<file path="src/hdl/pmbcfg_regs.vh">
`ifndef PMBCFG_REGS_VH
`define PMBCFG_REGS_VH

// Command codes, used as register offsets.
`define PMBCFG_CMD_CML 8'h7e
`define PMBCFG_CMD_VIN 8'h88
`define PMBCFG_CMD_VOUT 8'h8b
`define PMBCFG_CMD_IOUT 8'h8c
`define PMBCFG_CMD_TEMP 8'h8d
`define PMBCFG_CMD_TYPE 8'hd0
`define PMBCFG_CMD_VOUT_GAIN 8'hd1
`define PMBCFG_CMD_VOUT_OFS 8'hd2
`define PMBCFG_CMD_VIN_GAIN 8'hd3
`define PMBCFG_CMD_VIN_OFS 8'hd4
`define PMBCFG_CMD_IOUT_GAIN 8'hd6
`define PMBCFG_CMD_IOUT_OFS 8'hd7
`define PMBCFG_CMD_FW_REV 8'hdb
`define PMBCFG_CMD_ARA_CFG 8'he0

// Field positions.
`define PMBCFG_CML_BAD_CMD 7
`define PMBCFG_CML_BAD_DATA 6
`define PMBCFG_CML_PEC 5
`define PMBCFG_TYPE_WPE 1
`define PMBCFG_TYPE_NAME_LSB 2
`define PMBCFG_ARA_EN_BIT 4
`define PMBCFG_EXP_MSB 15
`define PMBCFG_EXP_LSB 11

// Values, limits and reset values.
`define PMBCFG_GAIN_MIN 16'h1999
`define PMBCFG_GAIN_MAX 16'h2666
`define PMBCFG_GAIN_RESET 16'h2000
`define PMBCFG_WPE_RESET 1'b1
`define PMBCFG_ARA_EN_RESET 1'b0
`define PMBCFG_MAP_RESET 4'h0
`define PMBCFG_EXP_VOUT_OFS 5'h14
`define PMBCFG_EXP_VIN_OFS 5'h1d
`define PMBCFG_EXP_IOUT_OFS 5'h1c
`define PMBCFG_VOUT_OFS_RESET 16'ha000
`define PMBCFG_VIN_OFS_RESET 16'he800
`define PMBCFG_IOUT_OFS_RESET 16'he000
`define PMBCFG_MAP_SEC_PG 4'h0
`define PMBCFG_MAP_TRIM_PG 4'h1
`define PMBCFG_MAP_TRIM_SEC 4'h2
`define PMBCFG_ALERT_RESP_ADDR 7'h0c
`define PMBCFG_CRC_POLY 8'h07

`endif

</file>
<file path="src/hdl/pmbcfg_bank.v">
`timescale 1ns/1ps
`include "pmbcfg_regs.vh"

module pmbcfg_bank #(
	// Name code value is arbitrary.
	parameter [5:0] MODULE_NAME = 6'h2a,
	// Revision value is arbitrary.
	parameter [7:0] FIRMWARE_REV = 8'h10,
	parameter LOAD_SHARE = 0
) (
	// Clock and reset
	input wire clk,
	input wire rst_b,
	// Serial bus pins
	input wire scl_in,
	input wire sda_in,
	output wire sda_out,
	output reg sda_oe,
	// Address strap and alert state
	input wire [6:0] bus_addr_strap,
	input wire alert_asserted,
	// Measurements
	input wire [15:0] meas_vin,
	input wire [15:0] meas_vout,
	input wire [15:0] meas_iout,
	input wire [15:0] meas_temp,
	// Calibration values
	output reg [15:0] vout_readback_gain_cal,
	output reg [15:0] vout_readback_offset_cal,
	output reg [15:0] vin_readback_gain_cal,
	output reg [15:0] vin_readback_offset_cal,
	output reg [15:0] iout_gain_cal,
	output reg [15:0] iout_offset_cal,
	// Configuration state
	output reg write_protect_enable,
	output wire ara_active,
	output wire pin_one_is_trim,
	output wire pin_one_is_sec_enable,
	output wire pin_two_is_power_good,
	output wire pin_two_is_sec_enable
);

	localparam [3:0] S_IDLE = 4'h1;
	localparam [3:0] S_ADDR = 4'h2;
	localparam [3:0] S_WRITE = 4'h4;
	localparam [3:0] S_READ = 4'h8;

	reg scl_s1, scl_s2, scl_d;
	reg sda_s1, sda_s2, sda_d;
	reg [6:0] strap_s1, strap_s2;
	reg [3:0] state;
	reg [3:0] bitcnt;
	reg [7:0] shreg;
	reg [7:0] txsh;
	reg ack_go, ack_done, rw, ara_sel;
	reg [2:0] nbytes;
	reg [1:0] rd_idx;
	reg [7:0] cmd, d0, d1, crc;
	reg [2:0] cml;
	reg ara_en;
	reg [3:0] pin_map;

	reg [2:0] next_cml, set_bits, clr_bits;
	reg next_wpe, next_ara_en;
	reg [3:0] next_pin_map;
	reg [15:0] next_vg, next_vo, next_ig, next_io, next_cg, next_co;
	reg [15:0] rd_word;
	reg [7:0] tx_byte;
	reg [1:0] wlen;

	wire scl_rise = scl_s2 & ~scl_d;
	wire scl_fall = ~scl_s2 & scl_d;
	wire start_det = scl_s2 & scl_d & sda_d & ~sda_s2;
	wire stop_det = scl_s2 & scl_d & ~sda_d & sda_s2;
	wire [7:0] rx_byte = {shreg[6:0], sda_s2};
	wire byte_end = scl_rise & (bitcnt == 4'd7);
	wire active = (state == S_ADDR) | (state == S_WRITE) | (state == S_READ);
	wire [15:0] word = {d1, d0};
	wire commit = stop_det & (state == S_WRITE) & (nbytes > 3'd1);
	wire bad_cmd_ev;
	wire addr_hit;

	assign sda_out = 1'b0;
	assign ara_active = ara_en & alert_asserted;
	// Alert response address is read-only, so only a read header is taken there.
	assign addr_hit = ara_active ?
		(rx_byte[7:1] == `PMBCFG_ALERT_RESP_ADDR) & rx_byte[0] :
		(rx_byte[7:1] == strap_s2);
	assign pin_one_is_sec_enable = (pin_map == `PMBCFG_MAP_SEC_PG);
	assign pin_one_is_trim = (pin_map == `PMBCFG_MAP_TRIM_PG) |
		(pin_map == `PMBCFG_MAP_TRIM_SEC);
	assign pin_two_is_power_good = (pin_map == `PMBCFG_MAP_SEC_PG) |
		(pin_map == `PMBCFG_MAP_TRIM_PG);
	assign pin_two_is_sec_enable = (pin_map == `PMBCFG_MAP_TRIM_SEC);

	function [1:0] cmd_len;
		input [7:0] c;
		begin
			case (c)
				`PMBCFG_CMD_CML, `PMBCFG_CMD_FW_REV, `PMBCFG_CMD_ARA_CFG: cmd_len = 2'd1;
				`PMBCFG_CMD_VIN, `PMBCFG_CMD_VOUT, `PMBCFG_CMD_IOUT, `PMBCFG_CMD_TEMP,
				`PMBCFG_CMD_TYPE, `PMBCFG_CMD_VOUT_GAIN, `PMBCFG_CMD_VOUT_OFS,
				`PMBCFG_CMD_VIN_GAIN, `PMBCFG_CMD_VIN_OFS, `PMBCFG_CMD_IOUT_GAIN,
				`PMBCFG_CMD_IOUT_OFS: cmd_len = 2'd2;
				default: cmd_len = 2'd0;
			endcase
		end
	endfunction

	function cmd_is_cal;
		input [7:0] c;
		begin
			cmd_is_cal = (c == `PMBCFG_CMD_VOUT_GAIN) | (c == `PMBCFG_CMD_VOUT_OFS) |
				(c == `PMBCFG_CMD_VIN_GAIN) | (c == `PMBCFG_CMD_VIN_OFS) |
				(c == `PMBCFG_CMD_IOUT_GAIN) | (c == `PMBCFG_CMD_IOUT_OFS);
		end
	endfunction

	function [7:0] crc8;
		input [7:0] c;
		input [7:0] b;
		integer i;
		reg [7:0] x;
		begin
			x = c ^ b;
			for (i = 0; i < 8; i = i + 1) begin
				x = x[7] ? ({x[6:0], 1'b0} ^ `PMBCFG_CRC_POLY) : {x[6:0], 1'b0};
			end
			crc8 = x;
		end
	endfunction

	function gain_ok;
		input [15:0] g;
		begin
			gain_ok = (g >= `PMBCFG_GAIN_MIN) && (g <= `PMBCFG_GAIN_MAX);
		end
	endfunction

	function map_ok;
		input [3:0] m;
		begin
			if (LOAD_SHARE != 0) begin
				map_ok = (m == `PMBCFG_MAP_SEC_PG);
			end else begin
				map_ok = (m == `PMBCFG_MAP_SEC_PG) | (m == `PMBCFG_MAP_TRIM_PG) |
					(m == `PMBCFG_MAP_TRIM_SEC);
			end
		end
	endfunction

	assign bad_cmd_ev = byte_end & (state == S_WRITE) & (nbytes == 3'd0) &
		(cmd_len(rx_byte) == 2'd0);

	// Readback mux; reserved bits read as zero.
	always @* begin
		rd_word = 16'hffff;
		case (cmd)
			`PMBCFG_CMD_CML: rd_word = {8'h00, cml, 5'h00};
			`PMBCFG_CMD_VIN: rd_word = meas_vin;
			`PMBCFG_CMD_VOUT: rd_word = meas_vout;
			`PMBCFG_CMD_IOUT: rd_word = meas_iout;
			`PMBCFG_CMD_TEMP: rd_word = meas_temp;
			`PMBCFG_CMD_TYPE: rd_word = {8'h00, MODULE_NAME, write_protect_enable, 1'b0};
			`PMBCFG_CMD_VOUT_GAIN: rd_word = vout_readback_gain_cal;
			`PMBCFG_CMD_VOUT_OFS: rd_word = vout_readback_offset_cal;
			`PMBCFG_CMD_VIN_GAIN: rd_word = vin_readback_gain_cal;
			`PMBCFG_CMD_VIN_OFS: rd_word = vin_readback_offset_cal;
			`PMBCFG_CMD_IOUT_GAIN: rd_word = iout_gain_cal;
			`PMBCFG_CMD_IOUT_OFS: rd_word = iout_offset_cal;
			`PMBCFG_CMD_FW_REV: rd_word = {8'h00, FIRMWARE_REV};
			`PMBCFG_CMD_ARA_CFG: rd_word = {11'h000, ara_en, pin_map};
			default: rd_word = 16'hffff;
		endcase
	end

	// Words go out low byte first; bytes past the register's length read 0xff.
	always @* begin
		tx_byte = 8'hff;
		if (ara_sel) begin
			tx_byte = (rd_idx == 2'd0) ? {strap_s2, 1'b0} : 8'hff;
		end else if (rd_idx == 2'd0) begin
			tx_byte = rd_word[7:0];
		end else if (rd_idx == 2'd1 && cmd_len(cmd) == 2'd2) begin
			tx_byte = rd_word[15:8];
		end
	end

	// Write commit at stop. One fault is reported per transaction, checked in order.
	always @* begin
		wlen = cmd_len(cmd);
		set_bits = 3'h0;
		clr_bits = 3'h0;
		next_wpe = write_protect_enable;
		next_ara_en = ara_en;
		next_pin_map = pin_map;
		next_vg = vout_readback_gain_cal;
		next_vo = vout_readback_offset_cal;
		next_ig = vin_readback_gain_cal;
		next_io = vin_readback_offset_cal;
		next_cg = iout_gain_cal;
		next_co = iout_offset_cal;
		if (commit && wlen != 2'd0) begin
			if (!(cmd == `PMBCFG_CMD_CML || cmd == `PMBCFG_CMD_TYPE ||
				cmd == `PMBCFG_CMD_ARA_CFG || cmd_is_cal(cmd))) begin
				set_bits[2] = 1'b1;
			end else if (nbytes != {1'b0, wlen} + 3'd1 &&
				nbytes != {1'b0, wlen} + 3'd2) begin
				set_bits[1] = 1'b1;
			end else if (nbytes == {1'b0, wlen} + 3'd2 && crc != 8'h00) begin
				set_bits[0] = 1'b1;
			end else if (write_protect_enable && cmd_is_cal(cmd)) begin
				set_bits[1] = 1'b1;
			end else begin
				case (cmd)
					`PMBCFG_CMD_CML: clr_bits = d0[7:5];
					`PMBCFG_CMD_TYPE: next_wpe = d0[`PMBCFG_TYPE_WPE];
					`PMBCFG_CMD_VOUT_GAIN: begin
						if (gain_ok(word)) next_vg = word;
						else set_bits[1] = 1'b1;
					end
					`PMBCFG_CMD_VIN_GAIN: begin
						if (gain_ok(word)) next_ig = word;
						else set_bits[1] = 1'b1;
					end
					`PMBCFG_CMD_IOUT_GAIN: begin
						if (gain_ok(word)) next_cg = word;
						else set_bits[1] = 1'b1;
					end
					`PMBCFG_CMD_VOUT_OFS: begin
						if (word[`PMBCFG_EXP_MSB:`PMBCFG_EXP_LSB] == `PMBCFG_EXP_VOUT_OFS)
							next_vo = word;
						else set_bits[1] = 1'b1;
					end
					`PMBCFG_CMD_VIN_OFS: begin
						if (word[`PMBCFG_EXP_MSB:`PMBCFG_EXP_LSB] == `PMBCFG_EXP_VIN_OFS)
							next_io = word;
						else set_bits[1] = 1'b1;
					end
					`PMBCFG_CMD_IOUT_OFS: begin
						if (word[`PMBCFG_EXP_MSB:`PMBCFG_EXP_LSB] == `PMBCFG_EXP_IOUT_OFS)
							next_co = word;
						else set_bits[1] = 1'b1;
					end
					`PMBCFG_CMD_ARA_CFG: begin
						if (map_ok(d0[3:0])) begin
							next_ara_en = d0[`PMBCFG_ARA_EN_BIT];
							next_pin_map = d0[3:0];
						end else begin
							set_bits[1] = 1'b1;
						end
					end
					default: set_bits[2] = 1'b1;
				endcase
			end
		end
		// A fault raised in the clearing cycle survives the clear.
		next_cml = (cml & ~clr_bits) | set_bits | {bad_cmd_ev, 2'b00};
	end

	always @(posedge clk or negedge rst_b) begin
		if (!rst_b) begin
			scl_s1 <= 1'b1;
			scl_s2 <= 1'b1;
			scl_d <= 1'b1;
			sda_s1 <= 1'b1;
			sda_s2 <= 1'b1;
			sda_d <= 1'b1;
			strap_s1 <= 7'h00;
			strap_s2 <= 7'h00;
			state <= S_IDLE;
			bitcnt <= 4'h0;
			shreg <= 8'h00;
			txsh <= 8'h00;
			ack_go <= 1'b0;
			ack_done <= 1'b0;
			rw <= 1'b0;
			ara_sel <= 1'b0;
			nbytes <= 3'h0;
			rd_idx <= 2'h0;
			cmd <= 8'h00;
			d0 <= 8'h00;
			d1 <= 8'h00;
			crc <= 8'h00;
			sda_oe <= 1'b0;
			cml <= 3'h0;
			write_protect_enable <= `PMBCFG_WPE_RESET;
			ara_en <= `PMBCFG_ARA_EN_RESET;
			pin_map <= `PMBCFG_MAP_RESET;
			vout_readback_gain_cal <= `PMBCFG_GAIN_RESET;
			vout_readback_offset_cal <= `PMBCFG_VOUT_OFS_RESET;
			vin_readback_gain_cal <= `PMBCFG_GAIN_RESET;
			vin_readback_offset_cal <= `PMBCFG_VIN_OFS_RESET;
			iout_gain_cal <= `PMBCFG_GAIN_RESET;
			iout_offset_cal <= `PMBCFG_IOUT_OFS_RESET;
		end else begin
			scl_s1 <= scl_in;
			scl_s2 <= scl_s1;
			scl_d <= scl_s2;
			sda_s1 <= sda_in;
			sda_s2 <= sda_s1;
			sda_d <= sda_s2;
			strap_s1 <= bus_addr_strap;
			strap_s2 <= strap_s1;
			cml <= next_cml;
			write_protect_enable <= next_wpe;
			ara_en <= next_ara_en;
			pin_map <= next_pin_map;
			vout_readback_gain_cal <= next_vg;
			vout_readback_offset_cal <= next_vo;
			vin_readback_gain_cal <= next_ig;
			vin_readback_offset_cal <= next_io;
			iout_gain_cal <= next_cg;
			iout_offset_cal <= next_co;
			if (start_det) begin
				state <= S_ADDR;
				bitcnt <= 4'h0;
				ack_done <= 1'b0;
				ack_go <= 1'b0;
				rd_idx <= 2'h0;
				sda_oe <= 1'b0;
			end else if (stop_det) begin
				state <= S_IDLE;
				sda_oe <= 1'b0;
			end else if (scl_rise && active) begin
				if (bitcnt == 4'd8) begin
					bitcnt <= 4'h0;
					ack_done <= 1'b1;
					// A not-acknowledge from the host ends the read.
					if (state == S_READ && sda_s2) state <= S_IDLE;
				end else begin
					bitcnt <= bitcnt + 4'd1;
					shreg <= rx_byte;
					if (byte_end && state == S_ADDR) begin
						if (addr_hit) begin
							rw <= rx_byte[0];
							ara_sel <= ara_active;
							ack_go <= 1'b1;
							if (!rx_byte[0]) begin
								nbytes <= 3'h0;
								crc <= crc8(8'h00, rx_byte);
							end
						end else begin
							state <= S_IDLE;
						end
					end else if (byte_end && state == S_WRITE) begin
						ack_go <= 1'b1;
						crc <= crc8(crc, rx_byte);
						if (nbytes != 3'd7) nbytes <= nbytes + 3'd1;
						if (nbytes == 3'd0) cmd <= rx_byte;
						if (nbytes == 3'd1) d0 <= rx_byte;
						if (nbytes == 3'd2) d1 <= rx_byte;
					end
				end
			end else if (scl_fall && active) begin
				if (bitcnt == 4'd8) begin
					sda_oe <= (state == S_READ) ? 1'b0 : ack_go;
				end else if (bitcnt == 4'd0 && ack_done) begin
					ack_done <= 1'b0;
					ack_go <= 1'b0;
					if (state == S_WRITE || (state == S_ADDR && !rw)) begin
						state <= S_WRITE;
						sda_oe <= 1'b0;
					end else begin
						state <= S_READ;
						txsh <= tx_byte;
						sda_oe <= ~tx_byte[7];
						if (rd_idx != 2'd3) rd_idx <= rd_idx + 2'd1;
					end
				end else if (state == S_READ) begin
					txsh <= {txsh[6:0], 1'b0};
					sda_oe <= ~txsh[6];
				end
			end
		end
	end

endmodule // pmbcfg_bank

</file>
<file path="config.mk">
export PLATFORM = sky130hd
export DESIGN_NAME = pmbcfg_bank
export DESIGN_NICKNAME = d
export VERILOG_FILES = /design/src/hdl/pmbcfg_bank.v
export VERILOG_INCLUDE_DIRS = /design/src /design/src/hdl
export SDC_FILE = /design/constraint.sdc
export NUM_CORES = 1
export LEC_CHECK = 0
export BUFFER_PORTS_ARGS = -buffer_cell sky130_fd_sc_hd__buf_2
export CORE_ASPECT_RATIO = 0.8
export CORE_UTILIZATION = 50
export DETAILED_ROUTE_END_ITERATION = 8
export PLACE_DENSITY = 0.73
export SYNTH_ARGS = -nofsm -noshare
export SYNTH_HDL_FRONTEND = slang
export SYNTH_SLANG_ARGS = --single-unit
</file>
<file path="constraint.sdc">
create_clock -name clk -period 4.7 [get_ports clk]
set_input_delay 0.47 -clock clk [delete_from_list [all_inputs] [get_ports clk]]
set_output_delay 0.47 -clock clk [all_outputs]
set_load 0.01 [all_outputs]
</file>
==> results by group <==
Synthesis
  • Avg Inst Size Synth: 10.7 um2
  • Cell area after synthesis: approximately 10000 um2
  • Post-Synth Simple-Gate Area: 0.161
  • Post-Synth Adder-Cell Area: 0.0321
  • Synth Net Count: 1047
  • Largest family of logic cells by synthesized area: simple AND/OR/NAND/NOR gates
  • Xor/xnor share of the synthesized area: 0.0381
  • Top_reg_cell synth: dfrtp_1
  • Compound-Gate Fraction of Synth Area: 0.147
  • Mux contribution to synthesized area: 0.118
  • Async SR Flop Fraction: 1.00
  • EDFF count, synth: 0
  • Yosys warns: 0
  • Register area share after synthesis: 0.469
  • Register bit count reported by yosys: 189
  • Cell count after synthesis: between 900 and 1000
  • Netlist cell types: 80

Clocking
  • PostCTS Resize Cnt: 0
  • CTS clk-pin slew, worst paths: 0.08 ns
  • CTS max path bufs: 2
  • CTS H-Tree Depth: 4
  • Num Clock Sinks: 189
  • Hold buffers post-CTS: 0
  • Clock latency on the worst-skew pair: approximately 0.45 ns
  • CTS buffer count: 17
  • Root Buffer: clkbuf_16
  • CTS tree: done
  • Setup bufs post-CTS: 0

Run
  • MaxCap Viol Count: 0

Worst setup path
  • Worst setup path startpoint: cmd[1]
  • Setup crit end kind: register
  • Worst Path Max Fanout: 16
  • CP Class: register to register
  • Startpoint types: register
  • Worst Path Required: approximately 5.0 ns
  • Worst r2r src: cmd[1]
  • WP data arrival: 4.36 ns

Timing
  • Setup TNS Final: 0 ns
  • Worst Max-Slew Pin Slew: 1.31 ns
  • Fmax: about 250 MHz
  • RSZ-0062 raised after global routing: no
  • Crit path time final: 4.03 ns
  • Tcrit/Tclk final: 0.858
  • Hold Vio Cnt, Final: 0
  • Slew margin rel.: 0.118
  • Max-slew violations: 0
  • Final setup vio count: 0
  • Clock Skews: 0.0140 ns

Power
  • Combinational share of power: 0.119
  • Total power: approximately 0.0037 W
  • Psw: about 0.0011 W
  • Leakage: 5.73 nW
  • Clock share of power: 0.396
  • Cell Pwr Density: 311 nW/um2
  • Power share of the sequential group: 0.485
  • Power Internal: 0.00261 W
  • Switch share: 0.292
  • Maximum vdd drop: roughly 0.00023 V

Global route
  • Global-route wire length before repair: 46700 um
  • Total track usage: 0.301
  • Pin count of the biggest net entering global routing: 100
  • Remaining Overflow, GRT: 0
  • Initial antenna violation count: 1
  • Vias in the first global route: 7890

Cells and area
  • Final net count: approximately 1200
  • Share of layout cells above drive strength 1: 0.340
  • # diodes: 0
  • Filler instances: 1687
  • Area delta synth->final: 17.1%

Floorplanning
  • Die height: 129 um
  • Die outline area: about 21000 um2
  • Chip width: 161 um
  • Initial Util: 0.510
  • Cell Rows: 46
  • IO Pins: 180
  • Core area: 19900 um2

Route
  • DRT Pass-1 Iters: 5
  • Drt initial violations: 836
  • Antenna Violating Nets Remaining: 0
  • WL/cell: 22.2 um
  • Vias after detailed routing: 8476
  • DR vias/cell: roughly 6.2
  • DRC viols: 0
  • WL final: 30600 um

Min path
  • Min-Delay Path Class: input port to async pin

Placed design
  • Routability Congestion: a little under 1
  • DPL Wire Length: around 22000 um
  • Port buffer count: around 180

Outcome
  • Outcome: finished clean
placed cells by master (no fill, tap or decap), types with 20 or more instances in the layout:
| master | count |
|---|---|
| a222oi_1 | 20 |
| dfrtp_1 | 169 |
| xnor2_1 | 27 |
| inv_1 | 22 |
| nand2_1 | 86 |
| nand3_1 | 23 |
| buf_2 | 177 |
| dfstp_2 | 20 |
| a21oi_1 | 21 |
| nor2_1 | 44 |
| ha_1 | 26 |
| nor3_1 | 20 |
| a22oi_1 | 20 |
| o21ai_0 | 67 |
| mux2_2 | 80 |
state kept, by name, indices dropped and copies added (netlist names), 2 cells and up:
register / count
iout_offset_cal: 16
crc: 8
bitcnt: 4
vout_readback_offset_cal: 16
vin_readback_offset_cal: 16
rd_idx: 2
strap_s1: 7
vin_readback_gain_cal: 16
d1: 8
d0: 8
nbytes: 3
vout_readback_gain_cal: 16
txsh: 7
cmd: 8
strap_s2: 7
shreg: 7
cml: 3
iout_gain_cal: 16
state: 4
pin_map: 4
synthesized netlist by cell type (3+ instances only):
cell / count / area, um2
and2_1: 9 / 56.3
a21oi_1: 21 / 105
nand4_2: 3 / 37.5
buf_4: 3 / 22.5
a22oi_1: 20 / 150
o21a_1: 3 / 22.5
nand3_1: 23 / 115
or2_2: 12 / 75.1
mux2_4: 10 / 150
xnor2_1: 27 / 236
a31oi_1: 5 / 31.3
a221o_1: 5 / 50.1
ha_1: 26 / 325
a222oi_1: 20 / 200
mux2_2: 80 / 901
o31ai_1: 9 / 67.6
nor3_1: 22 / 110
nand2_1: 86 / 323
o31a_1: 3 / 26.3
nor2b_1: 16 / 100
dfrtp_1: 169 / 4230
dfstp_2: 20 / 526
buf_6: 3 / 33.8
buf_2: 6 / 30.0
clkbuf_1: 46 / 173
o2bb2ai_1: 3 / 26.3
mux2i_1: 11 / 110
nand2b_1: 9 / 56.3
and3_1: 5 / 31.3
inv_1: 22 / 82.6
nand3b_1: 4 / 30.0
nor2_1: 44 / 165
nand4_1: 10 / 62.6
nand4b_1: 5 / 43.8
a22o_1: 6 / 52.6
xor2_1: 17 / 149
o21ai_0: 67 / 335
a221oi_1: 16 / 140
nor3b_1: 4 / 30.0
nor4b_1: 5 / 43.8
a21o_1: 5 / 37.5
o211ai_1: 3 / 22.5
nor4_1: 12 / 75.1
layout make-up:
class / instances / area [um2] / area share
Clock inverter: 14 / 164 / 0.0138
Tap cell: 264 / 330 / 0.0278
Timing Repair Buffer: 195 / 1040 / 0.0876
Sequential cell: 189 / 4750 / 0.401
Clock buffer: 18 / 439 / 0.0370
Inverter: 22 / 82.6 / 0.00696
Multi-Input combinational cell: 674 / 5050 / 0.426
worst paths after layout:
check | to | slack (ns) | cells past startpoint
hold reg to reg | strap_s2[3] | 0.35 | 0
setup reg to reg | vin_readback_gain_cal[7] | 0.67 | 11
min in group clk | sda_s1 | 0.13 | 1
setup / recovery | vin_readback_gain_cal[7] | 0.67 | 11
hold / removal | iout_gain_cal[10] | 0.07 | 1
max in group asynchronous | scl_s1 | 3.64 | 2
kinds of logic after synthesis:
family,Yosys count
mux,103
flops,189
simple gates,291
fa+ha+maj,26
other cells,1
buf+inv,82
compound gates,209
xor+xnor,44
critical path, cell delays in order (launching register included):
cell and delay [ns]:
dfrtp_1 0.56, buf_4 0.27, nor4b_2 0.29, and3b_1 0.50
nor3_4 0.10, ha_1 0.26, a21oi_1 0.13, o21ai_1 0.11
mux2i_2 0.21, o31ai_4 0.36, nand4_2 0.59, mux2_2 0.51
layer usage:
layer	global-route usage	part of all wire	vias to the layer above
met3	0.0912	0.095	41
met2	0.444	0.44	387
li1	-	-	3800
met5	0	0	-
met4	0.0821	0.016	0
met1	0.429	0.45	4248
per-stage QoR:
step                      hold WS, ns   util  area [um2]  std cells  setup slack, ns
after CTS                       0.117  0.597       11900       1376            0.727
after global placement          0.333  0.567       11300       1344            0.854
final                          0.0747  0.597       11900       1376            0.665
after detailed placement        0.335  0.567       11300       1344            0.744
after global routing            0.111  0.597       11900       1376            0.393
after floorplan                 0.174      -       10100        945             1.26
power by group through the flow:
stage               clock, W  combinational, W  sequential [W]
global route         0.00153          0.000500         0.00180
finish               0.00146          0.000440         0.00179
CTS                  0.00147          0.000443         0.00178
floorplan                  0          0.000336         0.00176
detailed placement         0          0.000440         0.00182
global placement           0          0.000427         0.00181
Note: power is estimated with default switching activity, not from simulation.
